### src/design/ppc_pkg.sv
/*
 * Constants, field layout and state encoding of the parallel port control
 * and mode block. Assumes one 50 MHz clock and an APB register bus.
 */
// =============================================================================
// Operation
// - With the enable bit clear the port makes no off-chip access at all.
// - Stop-in-idle set halts the port while the device idles; clear keeps it running.
// - Multiplex field picks separate, low byte muxed, all 16 muxed, or low byte only.
// - Write-strobe pin enable decides whether the port drives the write/enable pin.
// - Read-strobe pin enable decides whether the port drives the read or R/W pin.
// - Chip-select field 10 makes the shared pin a chip select; 00/01 address bit 14.
// - Address-latch polarity sets both latch strobes active-high or active-low.
// - Chip-select polarity sets the chip-select output active-high or active-low.
// - Write polarity sets write strobe level; in master mode 1 the enable strobe.
// - Read polarity sets read strobe level; in master mode 1 the R/W strobe.
// - Chip-select and polarity settings do not touch pins used as address lines.
// - In master modes the busy bit reads 1 during a transfer, 0 when idle.
// - Interrupt mode: none, every cycle end, or buffer 3 / address 3 access.
// - Increment mode 01 adds four (bits 10:2 step), 10 subtracts four, 00 holds the address.
// - Increment mode 11 auto-increments the slave buffers in legacy slave mode.
// - Address bit 14 is left out of stepping when its pin is a chip select.
// - Mode 11 is master with R/W and enable strobes; 10 uses separate strobes.
// - Mode 01 is the addressed enhanced slave; 00 the legacy slave.
// - Setup wait gives 1 to 4 bus periods of setup and of address phase.
// - Strobe wait gives a strobe of field value plus one bus periods.
// - Strobe wait 0000 forces setup 1, hold 1 on writes, hold 0 on reads.
// - Control and mode have clear, set and invert aliases at +4, +8, +C.
// - Hold wait gives 1 to 4 periods after writes and 0 to 3 after reads.
// =============================================================================
package ppc_pkg;
	// Register offsets and alias offsets
	localparam logic [7:0] OFF_CON   = 8'h00;
	localparam logic [7:0] OFF_MODE  = 8'h10;
	localparam logic [7:0] OFF_ADDR  = 8'h20;
	localparam logic [7:0] OFF_DOUT  = 8'h30;
	localparam logic [7:0] OFF_DIN   = 8'h40;
	localparam logic [3:0] ALIAS_CLR = 4'h4;
	localparam logic [3:0] ALIAS_SET = 4'h8;
	localparam logic [3:0] ALIAS_INV = 4'hC;
	// Reset values and writable masks
	localparam logic [15:0] CON_RESET  = 16'h0000;
	localparam logic [15:0] MODE_RESET = 16'h0000;
	localparam logic [15:0] ADDR_RESET = 16'h0000;
	localparam logic [15:0] CON_WMASK  = 16'hBFEB;
	localparam logic [15:0] MODE_WMASK = 16'h7BFF;
	localparam logic [15:0] ADDR_WMASK = 16'h47FF;
	// Field positions
	localparam int CON_ON = 15;
	localparam int CON_STOP_IN_IDLE = 13;
	localparam int CON_MUX = 11;
	localparam int CON_WREN = 9;
	localparam int CON_RDEN = 8;
	localparam int CON_CSF = 6;
	localparam int CON_ALP = 5;
	localparam int CON_CSP = 3;
	localparam int CON_WRITE_STROBE_POLARITY = 1;
	localparam int CON_READ_STROBE_POLARITY = 0;
	localparam int MODE_BUSY = 15;
	localparam int MODE_IRQ_MODE = 13;
	localparam int MODE_INCREMENT_MODE = 11;
	localparam int MODE_SEL = 8;
	localparam int MODE_SETUP = 6;
	localparam int MODE_STROBE = 2;
	localparam int MODE_HOLD = 0;
	// Field codes
	localparam logic [1:0] MUX_SEP = 2'h0;
	localparam logic [1:0] MUX_ALL16 = 2'h2;
	localparam logic [1:0] CSF_CS = 2'h2;
	localparam logic [1:0] PM_LEGACY = 2'h0;
	localparam logic [1:0] PM_ENH = 2'h1;
	localparam logic [1:0] PM_MST1 = 2'h3;
	localparam logic [1:0] IRQ_NONE = 2'h0;
	localparam logic [1:0] IRQ_CYCLE = 2'h1;
	localparam logic [1:0] IRQ_BUF = 2'h2;
	localparam logic [1:0] INC_UP = 2'h1;
	localparam logic [1:0] INC_DOWN = 2'h2;
	localparam logic [1:0] INC_BUF = 2'h3;
	// Wait states count peripheral-bus clock periods
	localparam int CLK_PERIOD_NS = 20;
	localparam int PB_PERIOD_NS = 20;
	localparam logic [3:0] PB_DIV = 4'(PB_PERIOD_NS / CLK_PERIOD_NS);
	// Master sequencer states, Gray along the usual path
	typedef enum logic [2:0] {
		PPC_IDLE = 3'h0, PPC_ALO = 3'h1, PPC_AHI = 3'h3,
		PPC_SETUP = 3'h2, PPC_STROBE = 3'h6, PPC_HOLD = 3'h7
	} ppc_state_t;
endpackage : ppc_pkg

### src/design/ppc_top.sv
/*
 * Parallel port: APB register slave, master sequencer with wait states,
 * and a small slave buffer. Assumes pins are resolved by the surroundings
 * and that cpu_idle comes from logic on pclk.
 */
`timescale 1ns/1ps
module ppc_top #(
	parameter int BUF_DEPTH = 4
) (
	// Clock and reset
	input  wire logic        pclk,
	input  wire logic        presetn,
	// APB slave
	input  wire logic        psel,
	input  wire logic        penable,
	input  wire logic        pwrite,
	input  wire logic [7:0]  paddr,
	input  wire logic [31:0] pwdata,
	output logic      [31:0] prdata,
	output logic             pready,
	output logic             pslverr,
	// Device power state
	input  wire logic        cpu_idle,
	// Data pins
	input  wire logic [7:0]  port_data_in,
	output logic      [7:0]  port_data_out,
	output logic             port_data_oe,
	// Address and control pins driven in master modes
	output logic      [8:0]  port_addr_lines,
	output logic             addr_latch_low,
	output logic             addr_latch_high,
	output logic             chip_select_out,
	output logic             addr_oe,
	// Strobe pins, inputs in slave modes
	input  wire logic        read_strobe_in,
	output logic             read_strobe,
	output logic             read_strobe_oe,
	input  wire logic        write_strobe_in,
	output logic             write_strobe,
	output logic             write_strobe_oe,
	input  wire logic        chip_select_in,
	input  wire logic [1:0]  slave_addr_in,
	// Interrupt request pulse
	output logic             irq_req
);
	import ppc_pkg::*;

	localparam int SW = $clog2(BUF_DEPTH);

	// =========================================================================
	// Helpers
	// Apply a plain, clear, set or invert write to writable bits only
	function automatic logic [15:0] ppc_alias(input logic [15:0] old, input logic [15:0] wd,
		input logic [3:0] sub, input logic [15:0] mask);
		logic [15:0] v;
		case (sub)
			ALIAS_CLR: v = old & ~wd;
			ALIAS_SET: v = old | wd;
			ALIAS_INV: v = old ^ wd;
			default:   v = wd;
		endcase
		return (v & mask) | (old & ~mask);
	endfunction : ppc_alias

	// Step the address; bit 14 joins the counter only when it is an address
	function automatic logic [15:0] ppc_step(input logic [15:0] a, input logic [1:0] inc,
		input logic cs_pin);
		logic [9:0]  f;
		logic [15:0] r;
		f = {a[14], a[10:2]};
		r = a;
		if (inc == INC_UP) begin
			f = f + 10'h001;
		end else if (inc == INC_DOWN) begin
			f = f - 10'h001;
		end
		r[10:2] = f[8:0];
		if (!cs_pin) begin
			r[14] = f[9];
		end
		return r;
	endfunction : ppc_step

	// =========================================================================
	// State
	logic [15:0]   con;
	logic [15:0]   mode_r;
	logic [15:0]   addr;
	logic [7:0]    dout;
	logic [7:0]    din;
	logic [7:0]    buf_mem [BUF_DEPTH];
	logic [SW-1:0] ptr;
	ppc_state_t    state;
	logic [4:0]    cnt;
	logic          is_rd;
	logic [3:0]    div_cnt;
	logic [12:0]   sin1;
	logic [12:0]   sin2;
	logic [2:0]    s_prev;
	logic [1:0]    rd_pipe;

	// Control fields
	wire       on     = con[CON_ON];
	wire       halt   = con[CON_STOP_IN_IDLE] & cpu_idle;
	wire       run    = on & ~halt;
	wire [1:0] mux    = con[CON_MUX +: 2];
	wire [1:0] chip_select_function    = con[CON_CSF +: 2];
	wire       addr_latch_polarity    = con[CON_ALP];
	wire       csp    = con[CON_CSP];
	wire       write_strobe_polarity   = con[CON_WRITE_STROBE_POLARITY];
	wire       read_strobe_polarity   = con[CON_READ_STROBE_POLARITY];
	wire [1:0] irq_mode   = mode_r[MODE_IRQ_MODE +: 2];
	wire [1:0] increment_mode   = mode_r[MODE_INCREMENT_MODE +: 2];
	wire [1:0] pmode  = mode_r[MODE_SEL +: 2];
	wire [1:0] wait_b = mode_r[MODE_SETUP +: 2];
	wire [3:0] wait_m = mode_r[MODE_STROBE +: 4];
	wire [1:0] wait_e = mode_r[MODE_HOLD +: 2];
	wire       master = pmode[1];
	wire       cs_pin = (chip_select_function == CSF_CS);
	wire       busy   = (state != PPC_IDLE);

	// =========================================================================
	// APB decode; every access completes one cycle after its setup cycle
	wire        setup_ph = psel & ~penable;
	wire        wr_acc   = psel & penable & pready & pwrite;
	wire        hit_con  = (paddr[7:4] == OFF_CON[7:4]);
	wire        hit_mode = (paddr[7:4] == OFF_MODE[7:4]);
	wire        hit_addr = (paddr == OFF_ADDR);
	wire        hit_dout = (paddr == OFF_DOUT);
	wire        hit_din  = (paddr == OFF_DIN);
	wire        mapped   = (hit_con | hit_mode | hit_addr | hit_dout | hit_din)
	                       & (paddr[1:0] == 2'h0);
	wire [15:0] mode_rd  = {busy, mode_r[14:0]};
	wire [31:0] buf_word = {buf_mem[3 % BUF_DEPTH], buf_mem[2 % BUF_DEPTH],
	                        buf_mem[1 % BUF_DEPTH], buf_mem[0]};
	wire [31:0] din_rd   = master ? {24'h000000, din} : buf_word;
	wire [31:0] rd_word  = hit_con  ? {16'h0000, con} :
	                       hit_mode ? {16'h0000, mode_rd} :
	                       hit_addr ? {16'h0000, addr} :
	                       hit_dout ? {24'h000000, dout} :
	                       hit_din  ? din_rd : 32'h00000000;

	// Register updates, aliases on control and mode only
	wire        start    = wr_acc & (hit_dout | hit_din) & master & run & ~busy;
	wire [15:0] next_con = (wr_acc & hit_con)
		? ppc_alias(con, pwdata[15:0], paddr[3:0], CON_WMASK) : con;
	wire [15:0] next_mode = (wr_acc & hit_mode)
		? ppc_alias(mode_r, pwdata[15:0], paddr[3:0], MODE_WMASK) : mode_r;

	// =========================================================================
	// Bus-period divider: wait states tick on this enable
	wire pb_tick = (div_cnt == PB_DIV - 4'h1);

	always_ff @(posedge pclk or negedge presetn) begin
		if (!presetn) begin
			div_cnt <= 4'h0;
		end else begin
			div_cnt <= (pb_tick || !run) ? 4'h0 : div_cnt + 4'h1;
		end
	end

	// =========================================================================
	// Phase lengths in bus periods
	wire       fast       = (wait_m == 4'h0);
	wire [4:0] setup_len  = fast ? 5'h01 : {3'h0, wait_b} + 5'h01;
	wire [4:0] strobe_len = {1'h0, wait_m} + 5'h01;
	wire [4:0] hold_wr    = fast ? 5'h01 : {3'h0, wait_e} + 5'h01;
	wire [4:0] hold_rd    = fast ? 5'h00 : {3'h0, wait_e};
	wire [4:0] hold_len   = is_rd ? hold_rd : hold_wr;
	wire [4:0] cur_len    = (state == PPC_STROBE) ? strobe_len :
	                        (state == PPC_HOLD) ? hold_len : setup_len;
	wire       phase_done = pb_tick & (cnt == cur_len - 5'h01);

	// Sequencer next state: address phases, setup, strobe, hold
	ppc_state_t next_state;
	always_comb begin
		next_state = state;
		case (state)
			PPC_IDLE:   if (start) next_state = (mux == MUX_SEP) ? PPC_SETUP : PPC_ALO;
			PPC_ALO:    if (phase_done) next_state = (mux == MUX_ALL16) ? PPC_AHI : PPC_SETUP;
			PPC_AHI:    if (phase_done) next_state = PPC_SETUP;
			PPC_SETUP:  if (phase_done) next_state = PPC_STROBE;
			PPC_STROBE: if (phase_done) next_state = (hold_len == 5'h00) ? PPC_IDLE : PPC_HOLD;
			PPC_HOLD:   if (phase_done) next_state = PPC_IDLE;
			default:    next_state = PPC_IDLE;
		endcase
	end

	wire end_cyc  = run & busy & (next_state == PPC_IDLE);
	wire rd_latch = run & is_rd & (state == PPC_STROBE) & phase_done;

	// Sequencer registers; halting freezes it, disabling aborts it
	always_ff @(posedge pclk or negedge presetn) begin
		if (!presetn) begin
			state <= PPC_IDLE;
			cnt   <= 5'h00;
			is_rd <= 1'b0;
		end else if (!on) begin
			state <= PPC_IDLE;
			cnt   <= 5'h00;
		end else if (run) begin
			state <= next_state;
			cnt   <= (next_state != state) ? 5'h00 : (pb_tick ? cnt + 5'h01 : cnt);
			if (start) begin
				is_rd <= hit_din;
			end
		end
	end

	// =========================================================================
	// Input synchroniser for every pin the port samples
	wire [12:0] pin_raw = {chip_select_in, read_strobe_in, write_strobe_in,
	                       slave_addr_in, port_data_in};

	always_ff @(posedge pclk or negedge presetn) begin
		if (!presetn) begin
			sin1 <= 13'h0000;
			sin2 <= 13'h0000;
		end else begin
			sin1 <= pin_raw;
			sin2 <= sin1;
		end
	end

	// Slave side: strobes compared against their programmed levels
	wire          s_cs     = (sin2[12] == csp);
	wire          s_rd     = (sin2[11] == read_strobe_polarity);
	wire          s_wr     = (sin2[10] == write_strobe_polarity);
	wire          slave_on = run & ~master;
	wire          s_wr_end = slave_on & s_prev[0] & s_prev[2] & ~(s_wr & s_cs);
	wire          s_rd_end = slave_on & s_prev[1] & s_prev[2] & ~(s_rd & s_cs);
	wire          s_end    = s_wr_end | s_rd_end;
	wire [SW-1:0] slot     = (pmode == PM_ENH) ? sin2[8 +: SW] : ptr;
	wire          buf_step = s_end & (increment_mode == INC_BUF) & (pmode == PM_LEGACY);

	// Slave strobe history, buffer and pointer
	always_ff @(posedge pclk or negedge presetn) begin
		if (!presetn) begin
			s_prev <= 3'h0;
			ptr    <= '0;
		end else begin
			s_prev <= {s_cs, s_rd, s_wr};
			if (buf_step) begin
				ptr <= ptr + 1'b1;
			end
		end
	end

	// Buffer holds bytes written by the external master or by software
	always_ff @(posedge pclk) begin
		if (s_wr_end) begin
			buf_mem[slot] <= sin2[7:0];
		end else if (wr_acc && hit_dout && !master) begin
			for (int i = 0; i < BUF_DEPTH; i++) begin
				buf_mem[i] <= pwdata[8 * (i % 4) +: 8];
			end
		end
	end

	// Interrupt request per mode; buffer mode fires on slot 3
	wire next_irq = (irq_mode == IRQ_CYCLE) ? (end_cyc | s_end) :
	                (irq_mode == IRQ_BUF) ? (s_end & (slot == SW'(3 % BUF_DEPTH))) :
	                1'b0;

	// =========================================================================
	// Registers reached by software, plus read data capture
	always_ff @(posedge pclk or negedge presetn) begin
		if (!presetn) begin
			con    <= CON_RESET;
			mode_r <= MODE_RESET;
			addr   <= ADDR_RESET;
			dout   <= 8'h00;
			din    <= 8'h00;
			rd_pipe <= 2'h0;
		end else begin
			con    <= next_con;
			rd_pipe <= {rd_pipe[0], rd_latch};
			mode_r <= next_mode;
			if (wr_acc && hit_addr) begin
				addr <= pwdata[15:0] & ADDR_WMASK;
			end else if (end_cyc) begin
				addr <= ppc_step(addr, increment_mode, cs_pin);
			end
			if (wr_acc && hit_dout) begin
				dout <= pwdata[7:0];
			end
			if (rd_pipe[1]) begin                                           // Pins reach sin2 two cycles late
				din <= sin2[7:0];
			end
		end
	end

	// =========================================================================
	// Pin values; every pin is registered, so pins trail the state by a cycle
	wire addr_ph  = (state == PPC_ALO) | (state == PPC_AHI);
	wire data_ph  = busy & ~addr_ph & ~is_rd;
	wire strobing = (state == PPC_STROBE);
	wire s_drive  = slave_on & s_rd & s_cs;
	wire mst_on   = on & master;

	wire [7:0] next_dout = (state == PPC_ALO) ? addr[7:0] :
	                       (state == PPC_AHI) ? addr[15:8] :
	                       master ? dout : buf_mem[slot];
	wire next_doe = (mst_on & (addr_ph | data_ph)) | (on & s_drive);
	// Latch pins are plain address lines when nothing is multiplexed
	wire next_all = (mux == MUX_SEP) ? addr[0] :
	                ((state == PPC_ALO) ? addr_latch_polarity : ~addr_latch_polarity);
	wire next_alh = (mux == MUX_SEP) ? addr[1] :
	                ((state == PPC_AHI) ? addr_latch_polarity : ~addr_latch_polarity);
	wire next_cs  = cs_pin ? (busy ? csp : ~csp) : addr[14];
	// Mode 1 uses a direction line plus enable; mode 2 separate strobes
	wire next_rds = (pmode == PM_MST1) ? ((busy & is_rd) ? read_strobe_polarity : ~read_strobe_polarity)
	                                   : ((strobing & is_rd) ? read_strobe_polarity : ~read_strobe_polarity);
	wire next_wrs = (pmode == PM_MST1) ? (strobing ? write_strobe_polarity : ~write_strobe_polarity)
	                                   : ((strobing & ~is_rd) ? write_strobe_polarity : ~write_strobe_polarity);

	always_ff @(posedge pclk or negedge presetn) begin
		if (!presetn) begin
			port_data_out   <= 8'h00;
			port_data_oe    <= 1'b0;
			port_addr_lines <= 9'h000;
			addr_latch_low  <= 1'b0;
			addr_latch_high <= 1'b0;
			chip_select_out <= 1'b0;
			addr_oe         <= 1'b0;
			read_strobe     <= 1'b0;
			read_strobe_oe  <= 1'b0;
			write_strobe    <= 1'b0;
			write_strobe_oe <= 1'b0;
			irq_req         <= 1'b0;
		end else begin
			port_data_out   <= next_dout;
			port_data_oe    <= next_doe;
			port_addr_lines <= addr[10:2];
			addr_latch_low  <= next_all;
			addr_latch_high <= next_alh;
			chip_select_out <= next_cs;
			addr_oe         <= mst_on;
			read_strobe     <= next_rds;
			read_strobe_oe  <= mst_on & con[CON_RDEN];
			write_strobe    <= next_wrs;
			write_strobe_oe <= mst_on & con[CON_WREN];
			irq_req         <= next_irq;
		end
	end

	// APB answer registered from the setup cycle
	always_ff @(posedge pclk or negedge presetn) begin
		if (!presetn) begin
			prdata  <= 32'h00000000;
			pready  <= 1'b0;
			pslverr <= 1'b0;
		end else begin
			pready  <= setup_ph;
			pslverr <= setup_ph & ~mapped;
			prdata  <= (setup_ph && mapped) ? rd_word : 32'h00000000;
		end
	end

	// =========================================================================
	// Checks; a strobe counter measures the strobe phase
	logic [4:0] stb_seen;
	always_ff @(posedge pclk or negedge presetn) begin
		if (!presetn) begin
			stb_seen <= 5'h00;
		end else begin
			stb_seen <= strobing ? stb_seen + {4'h0, run} : 5'h00;          // Holds while halted
		end
	end

	off_quiet_a: assert property (@(posedge pclk) disable iff (!presetn)
		!on |=> !port_data_oe && !addr_oe && !read_strobe_oe && !write_strobe_oe)
		else $error("port drives pins while disabled");
	idle_hold_a: assert property (@(posedge pclk) disable iff (!presetn)
		(on && halt) |=> (state == $past(state)) && (cnt == $past(cnt)))
		else $error("sequencer moved while halted in idle");
	busy_start_a: assert property (@(posedge pclk) disable iff (!presetn)
		start |=> busy ##0 (next_state == state || !pb_tick || cnt == cur_len - 5'h01))
		else $error("busy did not rise on start");
	strobe_len_a: assert property (@(posedge pclk) disable iff (!presetn)
		(strobing && run && next_state != PPC_STROBE && PB_DIV == 4'h1)
		|-> (stb_seen + 5'h01 == strobe_len))
		else $error("strobe phase has wrong length");
	fast_hold_a: assert property (@(posedge pclk) disable iff (!presetn)
		(strobing && run && phase_done && fast && is_rd) |=> state == PPC_IDLE)
		else $error("read hold not zero with strobe wait 0");
	mux_lo_a: assert property (@(posedge pclk) disable iff (!presetn)
		(state == PPC_ALO && mst_on) |=> port_data_oe && port_data_out == $past(addr[7:0]))
		else $error("low address byte not on data lines");
	cs_level_a: assert property (@(posedge pclk) disable iff (!presetn)
		(cs_pin && busy) |=> chip_select_out == $past(csp))
		else $error("chip select level wrong");
	no_irq_a: assert property (@(posedge pclk) disable iff (!presetn)
		(irq_mode == IRQ_NONE) |=> !irq_req)
		else $error("interrupt raised in mode 00");
	addr_step_a: assert property (@(posedge pclk) disable iff (!presetn)
		(end_cyc && increment_mode == INC_UP && !cs_pin && !wr_acc)
		|=> {addr[14], addr[10:2]} == $past({addr[14], addr[10:2]}) + 10'h001)
		else $error("address did not increment");
endmodule : ppc_top

### config.mk
export PLATFORM = sky130hd
export DESIGN_NAME = ppc_top
export DESIGN_NICKNAME = d
export VERILOG_FILES = /design/src/design/ppc_pkg.sv /design/src/design/ppc_top.sv
export SDC_FILE = /design/constraint.sdc
export NUM_CORES = 1
export LEC_CHECK = 0
export BUFFER_PORTS_ARGS = -buffer_cell sky130_fd_sc_hd__buf_2
export CORE_ASPECT_RATIO = 1.1
export CORE_MARGIN = 2
export CORE_UTILIZATION = 40
export CTS_BUF_LIST = sky130_fd_sc_hd__clkbuf_4 sky130_fd_sc_hd__clkbuf_8 sky130_fd_sc_hd__clkbuf_16
export DETAILED_ROUTE_END_ITERATION = 8
export GPL_ROUTABILITY_DRIVEN = 0
export PLACE_DENSITY = 0.64
export SLEW_MARGIN = 20
export SYNTH_ARGS = -nofsm -noshare
export SYNTH_HDL_FRONTEND = slang
export SYNTH_SLANG_ARGS = --single-unit
### constraint.sdc
create_clock -name pclk -period 4 [get_ports pclk]
set_input_delay 0.2 -clock pclk [delete_from_list [all_inputs] [get_ports pclk]]
set_output_delay 0.2 -clock pclk [all_outputs]
set_load 0.05 [all_outputs]
After elaboration in Yosys (flattened, before gate mapping)
Memory sizes are Yosys's and may differ from the RTL's.
Index checks and enable logic that the tools add are counted.
{"block": "word_totals", "reg_bits": 171, "mem_bits_rw": 32, "in_bits": 59, "n_memories": 1}
{"name": "buf_mem", "depth": 4, "width": 8, "read_ports": 5, "rd_ports_with_merged_regs": 0, "write_ports": 4, "line": "ppc_top.sv:91", "rtl": "logic [7:0] buf_mem [BUF_DEPTH];"}
{"block": "classes", "n_addsub": 9, "n_eq_ne": 30, "mux": 63, "bitwise_logic": 76, "n_reduce_logical": 24}
{"operator": "$mux 32", "n": 7}
{"operator": "$pmux 16 s3", "n": 1}
{"operator": "$pmux 15 s3", "n": 1}
{"operator": "$and 1x1->1", "n": 44}
{"operator": "$mux 3", "n": 13}
{"operator": "$mux 8", "n": 4}
{"operator": "$mux 5", "n": 5}
{"operator": "$mux 1", "n": 22}
{"operator": "$mux 10", "n": 2}
{"operator": "$pmux 3 s6", "n": 1}
{"operator": "$and 16x16->16", "n": 1}
{"operator": "$eq 8x6->1 const B", "n": 2}
{"operator": "$mux 16", "n": 1}
{"operator": "$not 16->16", "n": 1}
{"operator": "$or 15x16->16", "n": 1}
{"operator": "$or 16x15->16", "n": 1}
{"operator": "$or 16x16->16", "n": 1}
{"operator": "$xor 16x16->16", "n": 1}
{"operator": "$and 15x15->15", "n": 1}
{"operator": "$mux 15", "n": 1}
{"operator": "$or 15x15->15", "n": 1}
{"operator": "$xor 15x15->15", "n": 1}
{"operator": "$eq 2x2->1 const B", "n": 7}
{"operator": "$not 1->1", "n": 13}
{"operator": "other kinds (36)", "n": 69}

Depth between registers and ports, before layout
Gate-level depths: netlist of run 1.
{"block": "logic_depth", "ltp_word": 14, "mapped_depth": 18, "ltp_nobuf": 17}

Least setup slack after synthesis of run 1
OpenSTA, ideal clock, no wires.
{"block": "synth_timing", "kind": "register to register", "startpoint": "register mode_r[2]", "endpoint": "register addr[14]", "setup_time_ns": 0.082, "t_arrival_ns": 3.516, "required_time_ns": 3.918, "setup_slack_ns": 0.402, "stages_incl_launch_ff": 17, "period_less_slack_ns": 3.598, "path_cell_list": "dfrtp_1 > inv_1 > ha_1 > nor3b_2 > nor2_1 > xnor2_1 > nor2_1 > a21oi_1 > o22ai_1 > ha_1 > xnor3_1 > a22oi_1 > a211o_1 > a21oi_2 > o32a_1 > or4_1 > a31oi_1"}
{"block": "synth_via", "elab_chain_cells": 14}
{"item": "start, declared", "line": "ppc_top.sv:87", "rtl": "logic [15:0] mode_r;"}
{"item": "start signal, assigned", "line": "ppc_top.sv:278", "rtl": "mode_r <= next_mode;"}
{"item": "$logic_not 4->1", "line": "ppc_top.sv:164", "rtl": "wire fast = (wait_m == 4'h0);"}
{"item": "$mux 3 / $mux 2 (equally long branches)", "line": "ppc_top.sv:167, ppc_top.sv:168"}
{"item": "$mux 3", "line": "ppc_top.sv:169", "rtl": "wire [4:0] hold_len = is_rd ? hold_rd : hold_wr;"}
{"item": "$mux 3", "line": "ppc_top.sv:171", "rtl": "(state == PPC_HOLD) ? hold_len : setup_len;"}
{"item": "$mux 5", "line": "ppc_top.sv:170", "rtl": "wire [4:0] cur_len = (state == PPC_STROBE) ? strobe_len :"}
{"item": "$sub 5x1->5", "line": "ppc_top.sv:172", "rtl": "wire phase_done = pb_tick & (cnt == cur_len - 5'h01);"}
{"item": "$eq 5x5->1", "line": "ppc_top.sv:172"}
{"item": "$and 1x1->1", "line": "ppc_top.sv:172"}
{"item": "$mux 3 (on tied branches)"}
{"item": "$pmux 3 s6 *", "line": "ppc_top.sv:178", "rtl": "case (state)"}
{"item": "$logic_not 3->1 *", "line": "ppc_top.sv:189", "rtl": "wire end_cyc = run & busy & (next_state == PPC_IDLE);"}
{"item": "$and 1x1->1 *", "line": "ppc_top.sv:189"}
{"item": "$reduce_bool 2->1 (no line) *"}
{"item": "$reduce_and 3->1 (no line) *"}
{"item": "end signal, assigned", "line": "ppc_top.sv:280", "rtl": "addr <= pwdata[15:0] & ADDR_WMASK;"}
{"item": "end signal, assigned", "line": "ppc_top.sv:282", "rtl": "addr <= ppc_step(addr, increment_mode, cs_pin);"}
{"item": "end, declared", "line": "ppc_top.sv:88", "rtl": "logic [15:0] addr;"}
Every way passes the cells marked *; elsewhere a longest branch is shown, timed or not.
A chain may end at the register's enable or synchronous reset.

Worst setup path in the final report of run 1
{"block": "layout_timing", "startpoint": "register mode_r[3]", "endpoint": "register addr[14]"}
Same word-level chain as after synthesis.

==> summary.md, run 1 <==
Relative to the synthesized area, the layout overhead comes to 17.70%. After detailed routing, the number of remaining DRC violations is 0. The worst register-to-register path has a depth of 16.

The chip width works out to 158.5 µm. The routed wire length came out at 32.90 mm. For this run, the detailed router's first-pass iteration total came to 7. For the top-level I/O count, the log shows 120.

STA puts the critical path data required time at 4380 ps. The count of final hold-check violations is 0. The total CTS buffers is 17, and the combined global-route utilization of all metal layers is 0.2434. STA classifies the critical path startpoint as a flop. Setup violations remaining at the end of the flow were counted as 0.

For the number of antenna violations at the first check in global routing, the log shows 1. The tools report the starting DRC count in detailed routing as 1014. The floorplan has 62 rows. Die outline area: 0.02758 mm². In this run the clock root is driven by a clkbuf_16. The finished layout holds 1541 standard cells, fillers aside. The critical path runs through a total of 16 cells. No sink is reached through more buffers than the 2 on the longest clock path. The synthesized instance count was 1050.

Dividing the synthesized area by the synthesized cell count gives 10.01 µm². In the routed layout, each cell is associated on average with a via count of 5.766. The clock reaches the later pin of the worst-skew pair after 460 ps. In this run the cell area of the synthesized design comes to 0.01051 mm². The starting density of the core came out at 0.4043. On the critical path the largest part of the delay comes from compound AO/OA/AOI/OAI gates.

Fmax: 266.7 MHz. In this run the worst path has a maximum fanout of 12. Summed over all cells, the static leakage comes to 5.700 nW. Yosys mapped a number of flops with a built-in enable equal to 32. The via count was 8885.

The share of post-route cells with drive strength above 1 came out at 0.1919. For the number of distinct library cell variants in the gate-level netlist after synthesis, the log shows 76. The worst hold path was traced through 3 stages. Share of synthesized registers carrying an async set or reset: 0.8351. The final-report max-slew violation count was 0; the wire length of the first global-routing pass was 50.02 mm. The dominant register cell in the synthesized netlist was dfrtp_1. The share of the clock period used by the worst path was 0.9375; the pin count of the biggest net entering global routing was 118. The total overflow left after global routing is 0. After layout, the minimum clock period comes to 3750 ps. After clock tree synthesis, the clock-pin slew on the worst setup and hold paths is 80 ps.

The proportion of netlist area held by the largest area contributor is 0.3859. TritonCTS built the clock tree. The logs give 15.47 ps for the largest clock skew in the final design and 0 for the count of max-cap constraint violations. The category of the worst setup path capture point is a flop. IR analysis of the VDD net gives a maximum drop of 0.0002187 V. CTS built an H-tree with a depth of 4. After routing, the total negative slack on setup checks comes to 0 ps. The signal on the critical path passes through inv_1, ha_1, nor3b_2, nor2_2, xnor2_1, nor2_1, a21oi_1, o22ai_1, ha_2, xnor3_1, a22oi_2, a211o_1, a21oi_2, o32a_4, or4_1, a31oi_1.

CTS saw 194 sinks. In this run the worst hold path is classified as input port to flop. The post-synthesis register bit count came out at 194. The biggest area contributor in the post-synthesis netlist is dfrtp_1. At the worst endpoint, the arrival time is 4130 ps. The vertical die dimension works out to 174.0 µm. The run finished with clean final reports. For the remaining max-slew budget at the tightest pin, the log shows 0.2326. Number of post-CTS setup repair buffers: 0. Input and output buffers added on the ports amount to 119. Among all cell types in the netlist, the one instantiated most often is dfrtp_1.

The run gives 1180 as the net count of the mapped netlist. Setup repair after global routing left no endpoint under its margin. Hold is met by 21.13 ps. Critical path's slowest cell: or4_1.

The average wire per standard cell is 21.35 µm, and the delay of the slowest critical-path stage is 470 ps. The HPWL after detailed placement is 24.07 mm. The critical path is of the flop to flop type.

The number of nets still failing antenna checks after routing was 0; the number of nets in the layout was 1305. The sum of buffers and inverters on the critical path was 1; the via count of the first global-routing pass was 8539. At the pin with the least slew margin, the transition time is 1147 ps. The total number of yosys warnings is 0.

The part of the Yosys area used for sequential elements is 0.4773. Ranked by total cell area, the synthesized netlist is headed by dfrtp_1 39%, edfxtp_1 9.1%, ha_1 8.3%. For the placed instance count, the log shows 1494.

The power density relative to cell area is 367.9 mW/mm², and the placeable core region is 0.02599 mm². The commonest cells after synthesis are 162 x dfrtp_1, 126 x nand2_1, 82 x o21ai_0, 75 x nor2_1, 70 x ha_1.
-- worst paths after layout --
check | endpoint | slack [ps] | start
hold reg to reg | sin2[5] | 350 | sin1[5]
max in group asynchronous | addr_latch_low | 2680 | presetn
hold / removal | buf_mem[3][5] | 20 | pwdata[29]
min in group asynchronous | sin1[9] | 240 | presetn
setup / recovery | addr[14] | 250 | mode_r[3]
setup reg to reg | addr[14] | 250 | mode_r[3]
-- per-stage QoR --
step                      cell area, µm²  power [mW]  setup WS, ps    util
after floorplan                    10510       2.520         402.2       -
after global placement             11570       2.741         199.0  0.4453
after detailed placement           11570       2.753         129.9  0.4453
after CTS                          12340       4.567         115.7  0.4749
after global routing               12360       4.712         21.32  0.4757
final                              12370       4.550         249.9  0.4758
-- sequential cells by signal, indices dropped and copies added, names as in the netlist, 9 cells and up --
register and flops:
sin2 13, sin1 13, con 13, prdata 32, addr 12, buf_mem 32, mode_r 14, port_addr_lines 9
-- cell usage in the layout (no fill, tap or decap), types with 27 or more instances in the layout --
cell type and count:
buf_2 118, dfrtp_1 162, o21ai_0 81, nor2_1 73, a21oi_1 64, nand2_1 126
buf_4 31, ha_1 69, edfxtp_1 32, a31oi_1 27, inv_1 59
-- timing repair --
item,4_1_cts,5_1_grt
endpoints found under the setup margin,0,4
hold endpoints to repair,58,0
gates resized for setup,0,5
hold buffers,14,0
-- layout make-up --
cell class,count,area (µm²)
Tap cell,352,440.4
Timing Repair Buffer,165,994.7
Clock inverter,14,177.7
Inverter,60,225.2
Clock buffer,18,450.4
Sequential cell,194,5015
Antenna cell,1,2.502
Multi-Input combinational cell,737,5060
Fill cell,2422,13620
-- where the power goes --
group / total, mW / internal [mW] / switching (mW)
clock network: 1.81 / 0.941 / 0.871
logic: 0.631 / 0.219 / 0.413
registers: 2.11 / 2.06 / 0.0445
-- cell families (layout without fill, tap and decap cells) --
family / after synthesis / count (layout) / synth area share
other cells: 0 / 1 / 0
buf+inv: 119 / 257 / 0.04478
xor+xnor: 31 / 31 / 0.02846
compound gates: 299 / 299 / 0.1884
simple gates: 301 / 301 / 0.1308
fa+ha+maj: 71 / 71 / 0.08527
flops: 194 / 194 / 0.4773
mux: 35 / 35 / 0.04502
-- worst min-delay path, stage by stage --
cell     delay [ps]
buf_2            70
nand2_1          40
nand2_1          50
-- routing by layer --
layer,share of wire,track usage,vias up
met5,0.00043,0,-
met4,0.058,0.1351,2
met3,0.074,0.05310,107
met2,0.45,0.3692,401
met1,0.42,0.3228,4353
li1,-,-,4022
Note: power is estimated with default switching activity, not from simulation.
==> run 2, diff against run 1 <==
SETUP_SLACK_MARGIN = 0.5   (was unset)
==> run 2 against run 1 <==
Final area is 1.4% higher. Sequential power hardly changed. Sequential share of layout area is 0.54 points lower. Total power is 0.57% higher. Combinational power is 3% higher.
==> summary.md, run 2 (synthesized netlist as in run 1, its figures left out) <==
For the post-place setup slack, the log shows 304.2 ps (+174.3 ps). The run gives 98 (-17%) as the pin count of the biggest net entering global routing. The total congestion overflow after global routing came out at 0 (unchanged). The worst hold path terminates at buf_mem[3][3]. The reg-to-reg setup timing slack was 520 ps (+270 ps); the synthesis-to-finish area growth was 19.36%. The chip width is 158.5 µm (unchanged).

For the total power, the log shows 4.576 mW (+0.57%). The startpoint identified for the worst register-to-register timing path is mode_r[3]. The worst register-to-register path ends at addr[14]. The clock slew seen by the registers of the worst setup and hold paths is 80 ps (about the same), and the count of fill cells added during filler insertion is 2376 (-1.9%).

The tools report the placeable core region as 0.02599 mm² (unchanged). The delay of the slowest critical-path stage came out at 490 ps (+20 ps). Power density relative to cell area: 364.9 mW/mm² (-0.83%).

The beginning of the critical path is mode_r[3]. The number of diodes added for antenna fixing is 0 (-1), and the number of nets in the layout is 1315 (+0.77%). In the layout the commonest cells are 159 x dfrtp_1, 125 x nand2_1, 118 x buf_2, 81 x o21ai_0, 73 x nor2_1. The root buffer cell chosen for the clock tree is clkbuf_16. The remaining max-slew budget at the tightest pin came out at 0.1462 (-0.08639).

The flow ran to the end, and the final reports show no timing, DRC or antenna violations. The buffer depth of the longest clock path is 2 (unchanged). The combined global-route utilization of all metal layers was 0.2455 (+0.002037); the average wire per standard cell was 21.46 µm (+0.51%). The count of unresolved DRC violations after routing is 0 (unchanged), and the starting DRC count in detailed routing is 1035 (+2.1%). Category of the worst setup path capture point: a flop.

The tools report the number of setup violations in the final report as 0 (unchanged). The highest ir drop seen on vdd was 0.0002757 V (+26%). The critical path's slowest cell is or4_1. The run gives 194 (unchanged) as the sink count of the clock tree.

The share of post-route cells with drive strength above 1 is 0.2120 (+0.02010). The setup total negative slack is 0 ps (unchanged), and the final-report max-slew violation count is 0 (unchanged). The element type at the critical path start is a flop. The top-level I/O count was 120 (unchanged); the mean number of vias per cell was 5.675 (-1.6%). The minimum period implied by the final worst setup slack is 3480 ps (-269.9 ps). The tools report the sum of net half-perimeters after detailed placement as 24.14 mm (+0.26%).

The number of instances on the worst hold path came out at 3 (unchanged). The vertical die dimension was 174.0 µm (unchanged); the worst-skew pair later-pin latency was 460 ps (about the same). Number of placement rows: 62 (unchanged). The tools report the placed instance count as 1492 (-0.13%). For the worst path arrival time, the log shows 3860 ps (-270 ps).

The actual transition at the worst max-transition pin was 1276 ps (+129.1 ps); the count of TritonRoute iterations in the first routing pass was 5 (-2). The logs give 1550 (+0.58%) for the count of non-filler cells in the finished layout and 0 (unchanged) for the count of final hold-check violations. The run gives 50.48 mm (+0.92%) as the wire length of the first global-routing pass. For the via count, the log shows 8796 (-1.0%). The path class of the tightest hold or removal check is input port to flop. The number of nets still failing antenna checks after routing is 0 (unchanged). The routed wire length is 33.27 mm (+1.1%). The number of levels in the clock H-tree is 4 (unchanged). TritonCTS built the clock tree.

The largest registers in the layout are buf_mem (32), prdata (32), mode_r (14). The run gives 5.774 nW (+1.3%) as the leakage component of the power. The count of buffers inserted at the top-level ports was 119 (unchanged).

For the total CTS buffers, the log shows 17 (unchanged). The run gives 519.7 ps (+269.9 ps) as the least setup slack across all paths after layout. The tools report the starting density of the core as 0.4043 (unchanged). The biggest fanout along the worst timing path is 4 (-8). The leading cell type in the layout, fill and taps excluded was dfrtp_1. In this run the most critical hold path is launched from pwdata[27]. The tools report the via count of the first global-routing pass as 8453 (-1.0%).

Number of antenna violations at the first check in global routing: 0 (-1). The count of max-cap constraint violations came out at 0 (unchanged). Setup repair after global routing could not meet its margin everywhere. The signal on the critical path passes through inv_2, ha_4, nor3b_4, nor2_4, xnor2_2, nor2_1, a21oi_2, o22ai_2, ha_4, xnor2_2, a211oi_2, o311a_1, buf_4, nand2_1, a21oi_2, o32a_1, or4_1, a31oi_1. The share of the core filled with cells in the final layout is 0.4826 (+0.006740), and the die outline area is 0.02758 mm² (unchanged).

The sum of buffers and inverters on the critical path is 2 (+1). The worst setup path is of the flop to flop kind. The number of cell instances on the worst register-to-register path is 18 (+2). For the fmax, the log shows 287.3 MHz (+7.8%). The largest clock skew in the final design came out at 16.44 ps (+0.9691 ps). The cell family contributing the most delay on the critical path is simple AND/OR/NAND/NOR gates.

The share of the clock period used by the worst path works out to 0.8701 (-0.06746). The run gives 4380 ps (about the same) as the data required time of the worst path.
run 2: worst max-delay path by stage:
stage / depth (start not counted) / to / slack (ps)
6_report: 18 / addr[14] / 520
5_1_grt: 18 / addr[14] / 390
4_1_cts: 17 / addr[14] / 550
2_1_floorplan: 16 / addr[14] / 500
3_3_place_gp: 16 / addr[14] / 450
3_5_place_dp: 16 / addr[14] / 300
run 2: what timing repair did:
| action | in CTS | in global routing |
|---|---|---|
| gates resized for setup | 2 | 21 |
| gates cloned | 0 | 0 |
| pin swaps | 5 | 17 |
| endpoints found under the setup margin | 16 | 16 |
| hold buffers | 14 | 0 |
| buffers inserted | 3 | 9 |
| endpoints found under the hold margin | 109 | 0 |
run 2: through the flow:
step | hold WS, ps | instance area, µm²
floorplan | -95.59 | 10520
global placement | 307.9 | 11570
detailed placement | 309.3 | 11570
CTS | 12.71 | 12370
global route | 19.50 | 12540
finish | 17.98 | 12540
run 2: worst min-delay path, cell delays in order:
cell and delay (ps):
buf_2 70, nand2_1 40, nand2_1 50
run 2: cell type report:
class                           instances  area (µm²)  share of cell area
Multi-Input combinational cell        737        5151              0.4108
Sequential cell                       194        5019              0.4002
Timing Repair Buffer                  175        1070             0.08530
Tap cell                              352       440.4             0.03512
Clock buffer                           17       425.4             0.03392
Inverter                               60       225.2             0.01796
Clock inverter                         15       210.2             0.01676
run 2: power breakdown:
| group | leakage [nW] | internal [mW] | switching, mW | total [mW] |
|---|---|---|---|---|
| Clock | 0.307 | 0.916 | 0.904 | 1.82 |
| Combinational | 3.09 | 0.230 | 0.420 | 0.650 |
| Sequential | 2.38 | 2.06 | 0.0439 | 2.11 |
run 2: layer usage:
metal / track usage / routed length, µm
met5: 0 / 0
met4: 0.1092 / 1344
met3: 0.04562 / 2487
met2: 0.3779 / 15420
met1: 0.3372 / 14010
